==> src/rtl/fmtw_pkg.sv <==
// Purpose: Shared constants and types of the fault and thermal monitor.
// Assumes: 125 MHz system clock.
// Notes:   Register offsets are byte addresses of aligned 32-bit words.
`default_nettype none
package fmtw_pkg;
   // =========================================================
   // Clock and timing
   localparam int unsigned CLK_HZ        = 125_000_000;
   localparam int unsigned WARMUP_MS     = 2;
   localparam int unsigned CONV_RATE_HZ  = 10;
   localparam int unsigned BOOST_OCP_MS  = 1600;
   localparam int unsigned VIN_OCP_US    = 10;
   localparam int unsigned WARMUP_CYC    = (CLK_HZ / 1000) * WARMUP_MS;
   localparam int unsigned PERIOD_CYC    = CLK_HZ / CONV_RATE_HZ;
   localparam int unsigned BOOST_OCP_CYC = (CLK_HZ / 1000) * BOOST_OCP_MS;
   localparam int unsigned VIN_OCP_CYC   =
      (VIN_OCP_US * CLK_HZ + 999_999) / 1_000_000;
   localparam int unsigned TMR_W         = 28;
   localparam int unsigned VOCP_W        = 11;

   // =========================================================
   // Sizes and constants
   localparam int unsigned NCH           = 6;
   localparam int unsigned TEMP_W        = 9;
   localparam logic [8:0]  TEMP_OFF_VAL  = 9'h100;
   localparam logic [8:0]  TEMP_HYST     = 9'h001;

   // =========================================================
   // Register offsets
   localparam logic [7:0] OFF_CTRL       = 8'h00;
   localparam logic [7:0] OFF_TLIMIT     = 8'h04;
   localparam logic [7:0] OFF_SHORT_LIM  = 8'h08;
   localparam logic [7:0] OFF_DIE_TEMP   = 8'h0C;
   localparam logic [7:0] OFF_STATUS1    = 8'h10;
   localparam logic [7:0] OFF_STATUS2    = 8'h14;
   localparam logic [7:0] OFF_CHAN_STATE = 8'h18;

   // =========================================================
   // Field positions and reset values
   localparam int unsigned CTRL_TEMP_EN  = 0;
   localparam int unsigned CTRL_LED_IE   = 1;
   localparam int unsigned CTRL_EXCL_LSB = 8;
   localparam int unsigned TLIM_HI_LSB   = 0;
   localparam int unsigned TLIM_LO_LSB   = 16;
   localparam int unsigned S1_OVP_LOW    = 0;
   localparam int unsigned S1_OVP_HIGH   = 1;
   localparam int unsigned S1_BOOST_OCP  = 2;
   localparam int unsigned S1_VIN_UVLO   = 3;
   localparam int unsigned S1_VIN_OVP    = 4;
   localparam int unsigned S1_VIN_OCP    = 5;
   localparam int unsigned S1_TEMP_HIGH  = 6;
   localparam int unsigned S1_TEMP_LOW   = 7;
   localparam int unsigned S2_SUMMARY    = 0;
   localparam int unsigned S2_OPEN       = 1;
   localparam int unsigned S2_SHORT      = 2;
   localparam int unsigned S2_CH_LSB     = 8;
   localparam logic [8:0]  TLIM_HI_RST   = 9'h064;
   localparam logic [8:0]  TLIM_LO_RST   = 9'h1D8;
   localparam logic [7:0]  SHORT_LIM_RST = 8'h40;
   localparam logic        LED_IE_RST    = 1'b1;

   // =========================================================
   // Types
   typedef struct packed {
      logic [5:0] headroom_low;
      logic [5:0] headroom_short;
      logic       fb_ovp_low;
      logic       fb_ovp_high;
      logic       fb_uvp;
      logic       vin_uvlo;
      logic       vin_ovp;
      logic       vin_ocp;
   } fmtw_sense_s;

   typedef enum logic [3:0] {
      TM_OFF  = 4'b0001,
      TM_WARM = 4'b0010,
      TM_CONV = 4'b0100,
      TM_WAIT = 4'b1000
   } fmtw_tm_e;
endpackage
`default_nettype wire

==> src/rtl/fmtw_sync.sv <==
// Purpose: Three-stage synchroniser with agreement filter.
// Assumes: Inputs are asynchronous comparator levels.
// Notes:   Output changes only once stages two and three agree.
`default_nettype none
module fmtw_sync #(
   parameter int unsigned W = 1
) (
   // Clock and reset
   input  wire logic         clk,
   input  wire logic         reset,
   // Data
   input  wire logic [W-1:0] async_in,
   output var  logic [W-1:0] sync_out
);
   logic [W-1:0] s1_reg;
   logic [W-1:0] s2_reg;
   logic [W-1:0] s3_reg;

   // =========================================================
   // Per-bit synchroniser
   genvar i;
   generate
      for (i = 0; i < W; i++) begin : g_bit
         always_ff @(posedge clk or posedge reset) begin
            if (reset) begin
               s1_reg[i]   <= 1'b0;
               s2_reg[i]   <= 1'b0;
               s3_reg[i]   <= 1'b0;
               sync_out[i] <= 1'b0;
            end else begin
               s1_reg[i] <= async_in[i];
               s2_reg[i] <= s1_reg[i];
               s3_reg[i] <= s2_reg[i];
               if (s2_reg[i] == s3_reg[i]) begin
                  sync_out[i] <= s3_reg[i];
               end
            end
         end
      end
   endgenerate
endmodule
`default_nettype wire

==> src/rtl/fmtw_top.sv <==
// Purpose: Fault supervision and die temperature window monitor.
// Assumes: Comparator levels are asynchronous; mode inputs share clk.
// Notes:   Avalon-MM slave, one wait state on every access.
`default_nettype none
module fmtw_top
   import fmtw_pkg::*;
#(
   parameter int unsigned WARMUP_CYCLES    = WARMUP_CYC,
   parameter int unsigned PERIOD_CYCLES    = PERIOD_CYC,
   parameter int unsigned BOOST_OCP_CYCLES = BOOST_OCP_CYC
) (
   // Clock and reset
   input  wire logic        clk,
   input  wire logic        reset,
   // Avalon-MM slave
   input  wire logic [7:0]  address,
   input  wire logic        read,
   input  wire logic        write,
   input  wire logic [3:0]  byteenable,
   input  wire logic [31:0] writedata,
   output var  logic [31:0] readdata,
   output var  logic        waitrequest,
   // Analog comparator levels
   input  wire fmtw_sense_s sense_async,
   // Temperature converter
   input  wire logic        adc_done,
   input  wire logic [8:0]  adc_result,
   output var  logic        adc_start,
   output var  logic        temp_mon_power,
   // Device mode from the sequencer
   input  wire logic        device_active,
   input  wire logic        boost_running,
   input  wire logic        pl_softstart,
   input  wire logic        boost_at_max,
   // Control outputs
   output var  logic        boost_step_up,
   output var  logic        boost_switch_inhibit,
   output var  logic        fault_recovery,
   output var  logic        standby_req,
   output var  logic        startup_req,
   output var  logic [5:0]  channel_enable,
   output var  logic [7:0]  short_headroom_limit,
   output var  logic        fault_irq
);
   // =========================================================
   // Input synchronisers
   fmtw_sense_s sense;
   fmtw_sense_s sense_prev_reg;

   fmtw_sync #(.W($bits(fmtw_sense_s))) u_sync (
      .clk      (clk),
      .reset    (reset),
      .async_in (sense_async),
      .sync_out (sense)
   );

   // =========================================================
   // Register bus
   logic [31:0] ctrl_reg;
   logic [31:0] tlimit_reg;
   logic [7:0]  status1_reg;
   logic [7:0]  status1_next;
   logic        summary_reg;
   logic        summary_next;
   logic        open_cause_reg;
   logic        short_cause_reg;
   logic [5:0]  ch_fault_reg;
   logic [8:0]  die_temp_reg;

   // Byte lanes mask both stored fields and write-one-to-clear data
   wire         req     = read | write;
   wire         wr_fire = write & ~waitrequest;
   wire [31:0]  wmask   = {{8{byteenable[3]}}, {8{byteenable[2]}},
                           {8{byteenable[1]}}, {8{byteenable[0]}}};
   wire [31:0]  wdm     = writedata & wmask;
   wire         sel_ctrl  = (address == OFF_CTRL);
   wire         sel_tlim  = (address == OFF_TLIMIT);
   wire         sel_short = (address == OFF_SHORT_LIM);
   wire         sel_s1    = (address == OFF_STATUS1);
   wire         sel_s2    = (address == OFF_STATUS2);
   wire [31:0]  status2_word = {18'h00000, ch_fault_reg, 5'h00,
                                short_cause_reg, open_cause_reg,
                                summary_reg};
   wire [31:0]  rd_mux =
      sel_ctrl  ? ctrl_reg :
      sel_tlim  ? tlimit_reg :
      sel_short ? {24'h000000, short_headroom_limit} :
      (address == OFF_DIE_TEMP)   ? {23'h000000, die_temp_reg} :
      sel_s1    ? {24'h000000, status1_reg} :
      sel_s2    ? status2_word :
      (address == OFF_CHAN_STATE) ? {26'h0000000, channel_enable} :
      32'h00000000;

   wire         temp_en  = ctrl_reg[CTRL_TEMP_EN];
   wire         led_ie   = ctrl_reg[CTRL_LED_IE];
   wire [5:0]   loop_excl = ctrl_reg[CTRL_EXCL_LSB +: NCH];
   // Defaults come with reset only, so a write of all zeros stays put
   localparam logic [31:0] CTRL_RST = {18'h00000, 12'h000, LED_IE_RST, 1'b0};
   localparam logic [31:0] TLIM_RST = {7'h00, TLIM_LO_RST, 7'h00, TLIM_HI_RST};

   // One wait state: the request is seen, then answered a cycle later
   always_ff @(posedge clk or posedge reset) begin
      if (reset) begin
         waitrequest <= 1'b1;
         readdata    <= 32'h00000000;
      end else begin
         waitrequest <= ~(req & waitrequest);
         if (read & waitrequest) begin
            readdata <= rd_mux;
         end
      end
   end

   always_ff @(posedge clk or posedge reset) begin
      if (reset) begin
         ctrl_reg             <= CTRL_RST;
         tlimit_reg           <= TLIM_RST;
         short_headroom_limit <= SHORT_LIM_RST;
      end else if (wr_fire) begin
         if (sel_ctrl) begin
            ctrl_reg <= ((ctrl_reg & ~wmask) | wdm) & 32'h00003F03;
         end
         if (sel_tlim) begin
            tlimit_reg <= ((tlimit_reg & ~wmask) | wdm) & 32'h01FF01FF;
         end
         if (sel_short && byteenable[0]) begin
            short_headroom_limit <= writedata[7:0];
         end
      end
   end

   // =========================================================
   // Temperature monitor sequencer
   fmtw_tm_e        tm_reg;
   logic [TMR_W-1:0] tm_cnt_reg;
   wire [TMR_W-1:0] warm_last = TMR_W'(WARMUP_CYCLES - 1);
   wire [TMR_W-1:0] per_last  = TMR_W'(PERIOD_CYCLES - 1);
   wire             tm_hit    = (tm_reg == TM_WARM) ?
                                (tm_cnt_reg == warm_last) :
                                (tm_cnt_reg == per_last);

   // Counter keeps running through conversion so the 10 Hz grid holds
   always_ff @(posedge clk or posedge reset) begin
      if (reset) begin
         tm_reg         <= TM_OFF;
         tm_cnt_reg     <= '0;
         adc_start      <= 1'b0;
         temp_mon_power <= 1'b0;
         die_temp_reg   <= TEMP_OFF_VAL;
      end else begin
         adc_start      <= 1'b0;
         temp_mon_power <= temp_en;
         tm_cnt_reg     <= (tm_hit || tm_reg == TM_OFF) ?
                           '0 : tm_cnt_reg + 1'b1;
         if (!temp_en) begin
            tm_reg       <= TM_OFF;
            die_temp_reg <= TEMP_OFF_VAL;
         end else begin
            unique case (tm_reg)
               TM_OFF: begin
                  tm_reg <= TM_WARM;
               end
               TM_WARM: begin
                  if (tm_hit) begin
                     tm_reg    <= TM_CONV;
                     adc_start <= 1'b1;
                  end
               end
               TM_CONV: begin
                  if (adc_done) begin
                     die_temp_reg <= adc_result;
                     tm_reg       <= TM_WAIT;
                  end
               end
               TM_WAIT: begin
                  if (tm_hit) begin
                     tm_reg    <= TM_CONV;
                     adc_start <= 1'b1;
                  end
               end
            endcase
         end
      end
   end

   // =========================================================
   // Thermal window with hysteresis
   logic        above_hi_reg;
   logic        below_lo_reg;
   logic        valid_temp_reg;
   wire  signed [9:0] t_s   = {die_temp_reg[8], die_temp_reg};
   wire  signed [9:0] hi_s  = {tlimit_reg[TLIM_HI_LSB + 8],
                               tlimit_reg[TLIM_HI_LSB +: TEMP_W]};
   wire  signed [9:0] lo_s  = {tlimit_reg[TLIM_LO_LSB + 8],
                               tlimit_reg[TLIM_LO_LSB +: TEMP_W]};
   wire  signed [9:0] hyst  = {1'b0, TEMP_HYST};
   wire         hi_set  = t_s >= (hi_s + hyst);
   wire         hi_clr  = t_s <= (hi_s - hyst);
   wire         lo_set  = t_s <= (lo_s - hyst);
   wire         lo_clr  = t_s >= (lo_s + hyst);
   wire         win_on  = temp_en & valid_temp_reg;
   wire         hi_next = win_on & (hi_set | (above_hi_reg & ~hi_clr));
   wire         lo_next = win_on & (lo_set | (below_lo_reg & ~lo_clr));

   always_ff @(posedge clk or posedge reset) begin
      if (reset) begin
         above_hi_reg   <= 1'b0;
         below_lo_reg   <= 1'b0;
         valid_temp_reg <= 1'b0;
      end else begin
         valid_temp_reg <= temp_en & (valid_temp_reg |
                           (tm_reg == TM_CONV & adc_done));
         above_hi_reg   <= hi_next;
         below_lo_reg   <= lo_next;
      end
   end

   // =========================================================
   // LED open and short detection
   // Removed channels stay out of the loop until the next reset
   wire [5:0] in_loop   = channel_enable & ~loop_excl;
   wire [5:0] low_ch    = sense.headroom_low & in_loop;
   wire [5:0] short_ch  = sense.headroom_short & in_loop;
   wire [5:0] normal_ch = in_loop & ~sense.headroom_low &
                          ~sense.headroom_short;
   wire       open_ev   = boost_running & boost_at_max & (|low_ch);
   wire       short_ev  = boost_running & (|short_ch) & (|normal_ch);
   wire [5:0] open_hit  = open_ev  ? low_ch   : 6'h00;
   wire [5:0] short_hit = short_ev ? short_ch : 6'h00;
   wire       led_ev    = open_ev | short_ev;

   always_ff @(posedge clk or posedge reset) begin
      if (reset) begin
         channel_enable  <= 6'h3F;
         boost_step_up   <= 1'b0;
         open_cause_reg  <= 1'b0;
         short_cause_reg <= 1'b0;
         ch_fault_reg    <= 6'h00;
         summary_reg     <= 1'b0;
      end else begin
         boost_step_up   <= boost_running & ~boost_at_max &
                            (|low_ch);
         channel_enable  <= channel_enable & ~open_hit & ~short_hit;
         open_cause_reg  <= open_cause_reg | open_ev;
         short_cause_reg <= short_cause_reg | short_ev;
         ch_fault_reg    <= ch_fault_reg | open_hit | short_hit;
         summary_reg     <= summary_next;
      end
   end

   // Set wins over a clear arriving in the same cycle
   wire summary_clr = wr_fire & sel_s2 & wdm[S2_SUMMARY];
   assign summary_next = (summary_reg & ~summary_clr) | led_ev;

   // =========================================================
   // Boost and power-line faults
   logic [TMR_W-1:0]  uvp_cnt_reg;
   logic [VOCP_W-1:0] vocp_cnt_reg;
   logic              standby_prev_reg;
   wire [TMR_W-1:0]   uvp_last  = TMR_W'(BOOST_OCP_CYCLES);
   wire [VOCP_W-1:0]  vocp_last = VOCP_W'(VIN_OCP_CYC - 1);
   // Timers restart whenever their condition drops for a single cycle
   wire  uvp_watch  = boost_running & sense.fb_uvp;
   wire  boost_ocp  = uvp_watch & (uvp_cnt_reg == uvp_last);
   wire  vocp_watch = pl_softstart & sense.vin_ocp;
   wire  vin_ocp_ev = vocp_watch & (vocp_cnt_reg == vocp_last);
   wire  ovph_ev    = device_active & sense.fb_ovp_high &
                      ~sense_prev_reg.fb_ovp_high;
   wire  ovpl_on    = device_active & sense.fb_ovp_low;
   wire  uvlo_ev    = sense.vin_uvlo & ~sense_prev_reg.vin_uvlo;
   wire  ovp_ev     = sense.vin_ovp & ~sense_prev_reg.vin_ovp;
   wire  in_standby = sense.vin_uvlo | sense.vin_ovp;
   wire  thi_ev     = hi_next & ~above_hi_reg;
   wire  tlo_ev     = lo_next & ~below_lo_reg;

   wire [7:0] s1_set;
   assign s1_set[S1_OVP_LOW]   = ovpl_on;
   assign s1_set[S1_OVP_HIGH]  = ovph_ev;
   assign s1_set[S1_BOOST_OCP] = boost_ocp;
   assign s1_set[S1_VIN_UVLO]  = uvlo_ev;
   assign s1_set[S1_VIN_OVP]   = ovp_ev;
   assign s1_set[S1_VIN_OCP]   = vin_ocp_ev;
   assign s1_set[S1_TEMP_HIGH] = thi_ev;
   assign s1_set[S1_TEMP_LOW]  = tlo_ev;
   wire [7:0] s1_clr = (wr_fire & sel_s1) ? wdm[7:0] : 8'h00;
   assign status1_next = (status1_reg & ~s1_clr) | s1_set;

   always_ff @(posedge clk or posedge reset) begin
      if (reset) begin
         sense_prev_reg       <= '0;
         uvp_cnt_reg          <= '0;
         vocp_cnt_reg         <= '0;
         standby_prev_reg     <= 1'b0;
         status1_reg          <= 8'h00;
         boost_switch_inhibit <= 1'b0;
         fault_recovery       <= 1'b0;
         standby_req          <= 1'b0;
         startup_req          <= 1'b0;
         fault_irq            <= 1'b0;
      end else begin
         sense_prev_reg       <= sense;
         uvp_cnt_reg          <= (uvp_watch && !boost_ocp) ?
                                 uvp_cnt_reg + 1'b1 : '0;
         vocp_cnt_reg         <= (vocp_watch && !vin_ocp_ev) ?
                                 vocp_cnt_reg + 1'b1 : '0;
         standby_prev_reg     <= in_standby;
         status1_reg          <= status1_next;
         boost_switch_inhibit <= ovpl_on;
         fault_recovery       <= ovph_ev | boost_ocp | vin_ocp_ev;
         standby_req          <= in_standby;
         startup_req          <= standby_prev_reg & ~in_standby;
         fault_irq            <= (|status1_next) |
                                 (summary_next & led_ie);
      end
   end
endmodule
`default_nettype wire

==> config.mk <==
export PLATFORM = sky130hd
export DESIGN_NAME = fmtw_top
export DESIGN_NICKNAME = d
export VERILOG_FILES = /design/src/rtl/fmtw_pkg.sv /design/src/rtl/fmtw_sync.sv /design/src/rtl/fmtw_top.sv
export SDC_FILE = /design/constraint.sdc
export NUM_CORES = 1
export LEC_CHECK = 0
export ABC_AREA = 1
export BUFFER_PORTS_ARGS = -buffer_cell sky130_fd_sc_hd__buf_2
export CAP_MARGIN = 0
export CORE_MARGIN = 2
export CORE_UTILIZATION = 45
export DETAILED_ROUTE_END_ITERATION = 7
export PLACE_DENSITY_LB_ADDON = 0.12
export REMOVE_ABC_BUFFERS = 1
export SLEW_MARGIN = 10
export SYNTH_ARGS = -nofsm -noshare
export SYNTH_HDL_FRONTEND = slang
export SYNTH_HIERARCHICAL = 1
export SYNTH_SLANG_ARGS = --single-unit
==> constraint.sdc <==
create_clock -name clk -period 8.2 [get_ports clk]
set_input_delay 2.46 -clock clk [delete_from_list [all_inputs] [get_ports clk]]
set_output_delay 2.46 -clock clk [all_outputs]
set_load 0.05 [all_outputs]
==> flow_metrics.tcl <==
set metrics [dict create \
    yosysTopAreaCell "dfrtp_1" \
    clockPowerShare 0.416 \
    drv_cap 0 \
    cts.clk_slew.worst_paths_ns 0.07 \
    grt_pass1_vias 9187 \
    drtIter0Drc 597 \
    routed_via_density 5.038 \
    grt_max_degree 98 \
    p_sw_frac 0.2722 \
    end_kind "flip-flop" \
    cts.sinks 247 \
    drc 0 \
    arrival_ns 4.51 \
    portBuffers 116 \
    leakage_nw 7.090 \
    fin_cells 1926 \
    async_flop_share 1.000 \
    dieWidth_um 169.4 \
    postCtsSetupRepairBufs 0 \
    num_rows 60 \
    h-tree-depth 1 \
    power_density_mw_per_mm2 200.4 \
    synthCells 1432 \
    required_ns 8.63 \
    cts_made_buffers 26 \
    dr.pass1.iters 5 \
    combPwrFrac 0.109 \
    ys_seq_elements 247 \
    start_util 0.4578 \
    max_freq_mhz 245.1 \
    synth_edf_count 0 \
    design_area_sq_mm 0.01408 \
    min_period_ns 4.079 \
    setup_viol 0 \
    cts_resized 0 \
    fin_tns_setup_ns 0 \
    grt-ovfl-total 0 \
    synth_top_cells_by_area "dfrtp_1, nand2_1, inv_1, nor2_1, ha_1" \
    layout_setup_ws_ns 4.121 \
    cts_root_buf "clkbuf_16" \
    crit_type "in -> reg" \
    core-area_sq_mm 0.02688 \
    grt_setup_unrepaired "no" \
    p_int_w 0.002053 \
    cts_tree "built" \
    worstPathMaxFanout 23 \
    yosysTopAreaCellShare 0.4637 \
    pin_count 135 \
    dp_hpwl_mm 21.30 \
    cts_hold_buf 0 \
    fp.dieH_um 169.4 \
    outcome "finished, final reports clean" \
    routabilityCongestion 0.8606 \
    tightest_slew_ns 1.043 \
    fin_crit_sh 0.4975 \
    dp.cells 1878 \
    synth.avg_cell_area_sq_um 8.592 \
    critPathLaunch "read" \
    min-delay-start "u_sync/s1_reg[13]$_DFF_PP0_" \
    grt_antenna_before_repair 1 \
    net-switching-power_w 0.0007678 \
    yosysWarnings 6 \
    grt_usage 0.2031 \
    clock_latency_ns 0.56 \
    dp_slack_ns 3.510 \
    synth_flop_cell "dfrtp_1" \
    start_kind "input port" \
    layout-drive-gt1-share 0.1585 \
    synth_area_sq_mm 0.01230 \
    final_nets 1692 \
    post_drt_wl_per_cell_um 14.98 \
    slew_viol_final 0 \
    slew_headroom 0.3027 \
    placed_area_sq_mm 0.01321 \
    drt_wl_total_mm 28.84 \
    yosysSeqAreaShare 0.5043 \
    hold_viol_final 0 \
    grt_pass1_wl_mm 46.92 \
    syn2layout_area_growth_pct 14.44 \
    fin_util 0.5239 \
    hp-class "reg -> reg" \
    num_vias 9703 \
    die-area_sq_mm 0.02868 \
    skew_ns 0.02283 \
    postRouteAntennaNets 0 \
    clk_path_buf_depth 3 \
    synth_cell_types 50 \
    pwr-share-seq 0.475 \
    max-vdd-ir-drop_mv 0.1562 \
]
-- power groups by stage --
stage / combinational, W / clock, W / sequential, W
2_1_floorplan: 0.000194 / 0 / 0.00138
3_3_place_gp: 0.000305 / 0 / 0.00136
3_5_place_dp: 0.000311 / 0 / 0.00136
4_1_cts: 0.000313 / 0.00120 / 0.00134
5_1_grt: 0.000349 / 0.00125 / 0.00135
6_report: 0.000308 / 0.00117 / 0.00134
-- final cells by class --
type | count | area (sq um)
fill | 2555 | 12800
sequential | 247 | 6205
multi-input combinational | 968 | 5216
inverter | 204 | 770.7
clock buffer | 34 | 740.7
timing repair buffer | 118 | 595.6
tap | 341 | 426.7
clock inverter | 13 | 122.6
antenna | 1 | 2.502
-- worst paths after layout --
check / slack (ns) / cells past startpoint / end
setup / recovery: 4.12 / 6 / readdata[6]$_DFFE_PP0P_
hold / removal: 0.35 / 0 / u_sync/s2_reg[13]$_DFF_PP0_
setup reg to reg: 5.13 / 16 / fault_irq$_DFF_PP0_
hold reg to reg: 0.35 / 0 / u_sync/s2_reg[13]$_DFF_PP0_
max in group asynchronous: 4.49 / 3 / uvp_cnt_reg[9]$_DFF_PP0_
min in group asynchronous: 2.09 / 2 / vocp_cnt_reg[1]$_DFF_PP0_
-- cell usage in the layout (no fill, tap or decap), types with 7 or more instances in the layout --
master / count
a21oi_1: 85
buf_2: 116
clkbuf_16: 26
clkinv_2: 8
conb_1: 9
dfrtp_1: 228
dfstp_2: 19
ha_1: 47
inv_1: 194
inv_2: 9
nand2_1: 301
nand2_2: 8
nand3_1: 72
nand3_2: 12
nand4_1: 24
nor2_1: 171
nor2_2: 9
nor2_4: 9
nor3_1: 42
nor4_1: 10
o21ai_0: 42
o21ai_1: 7
xnor2_1: 13
xor2_1: 35
-- worst max-delay path: stages --
cell and delay (ns):
buf_2 0.10, nand2_1 0.75, inv_1 0.46, nand2_1 0.40
a21oi_1 0.07, a32o_1 0.26
-- cell usage after synthesis, drive strengths merged, types with 2 or more instances --
library cell,count
nand3,84
dfrtp,228
xnor2,13
nand2,309
a211oi,3
inv,204
o211ai,6
nand4,24
nor3b,6
dfstp,19
a22o,4
xor2,35
nor2,191
o21a,6
a21o,2
o221ai,2
nand3b,5
buf,16
o2111ai,3
o22ai,3
clkbuf,5
o21bai,2
a21oi,86
ha,47
mux2,5
or2,5
a31oi,4
nor4,12
nor3,49
o21ai,49
-- through the flow --
stage	total power, W	hold WS, ns
finish	0.002821	0.3460
global route	0.002951	0.3530
CTS	0.002859	0.3491
detailed placement	0.001674	0.3347
global placement	0.001666	0.3316
floorplan	0.001578	0.3312
-- kinds of logic (layout without fill, tap and decap cells) --
group	count (synthesis)	count (layout)	share of synthesized area
simple gates	687	687	0.2563
flops	247	247	0.5043
mux	5	5	0.004576
other cells	1	10	0.0003048
buf+inv	225	369	0.07414
fa+ha+maj	47	47	0.04780
xor+xnor	48	48	0.03417
compound gates	172	172	0.07841
-- layer usage --
layer | part of all wire | track usage | up-vias
li1 | - | - | 4878
met1 | 0.47 | 0.2877 | 4565
met2 | 0.46 | 0.3287 | 211
met3 | 0.046 | 0.03195 | 49
met4 | 0.024 | 0.04980 | 0
met5 | 0 | 0 | -
(Power assumes the default switching activity.)
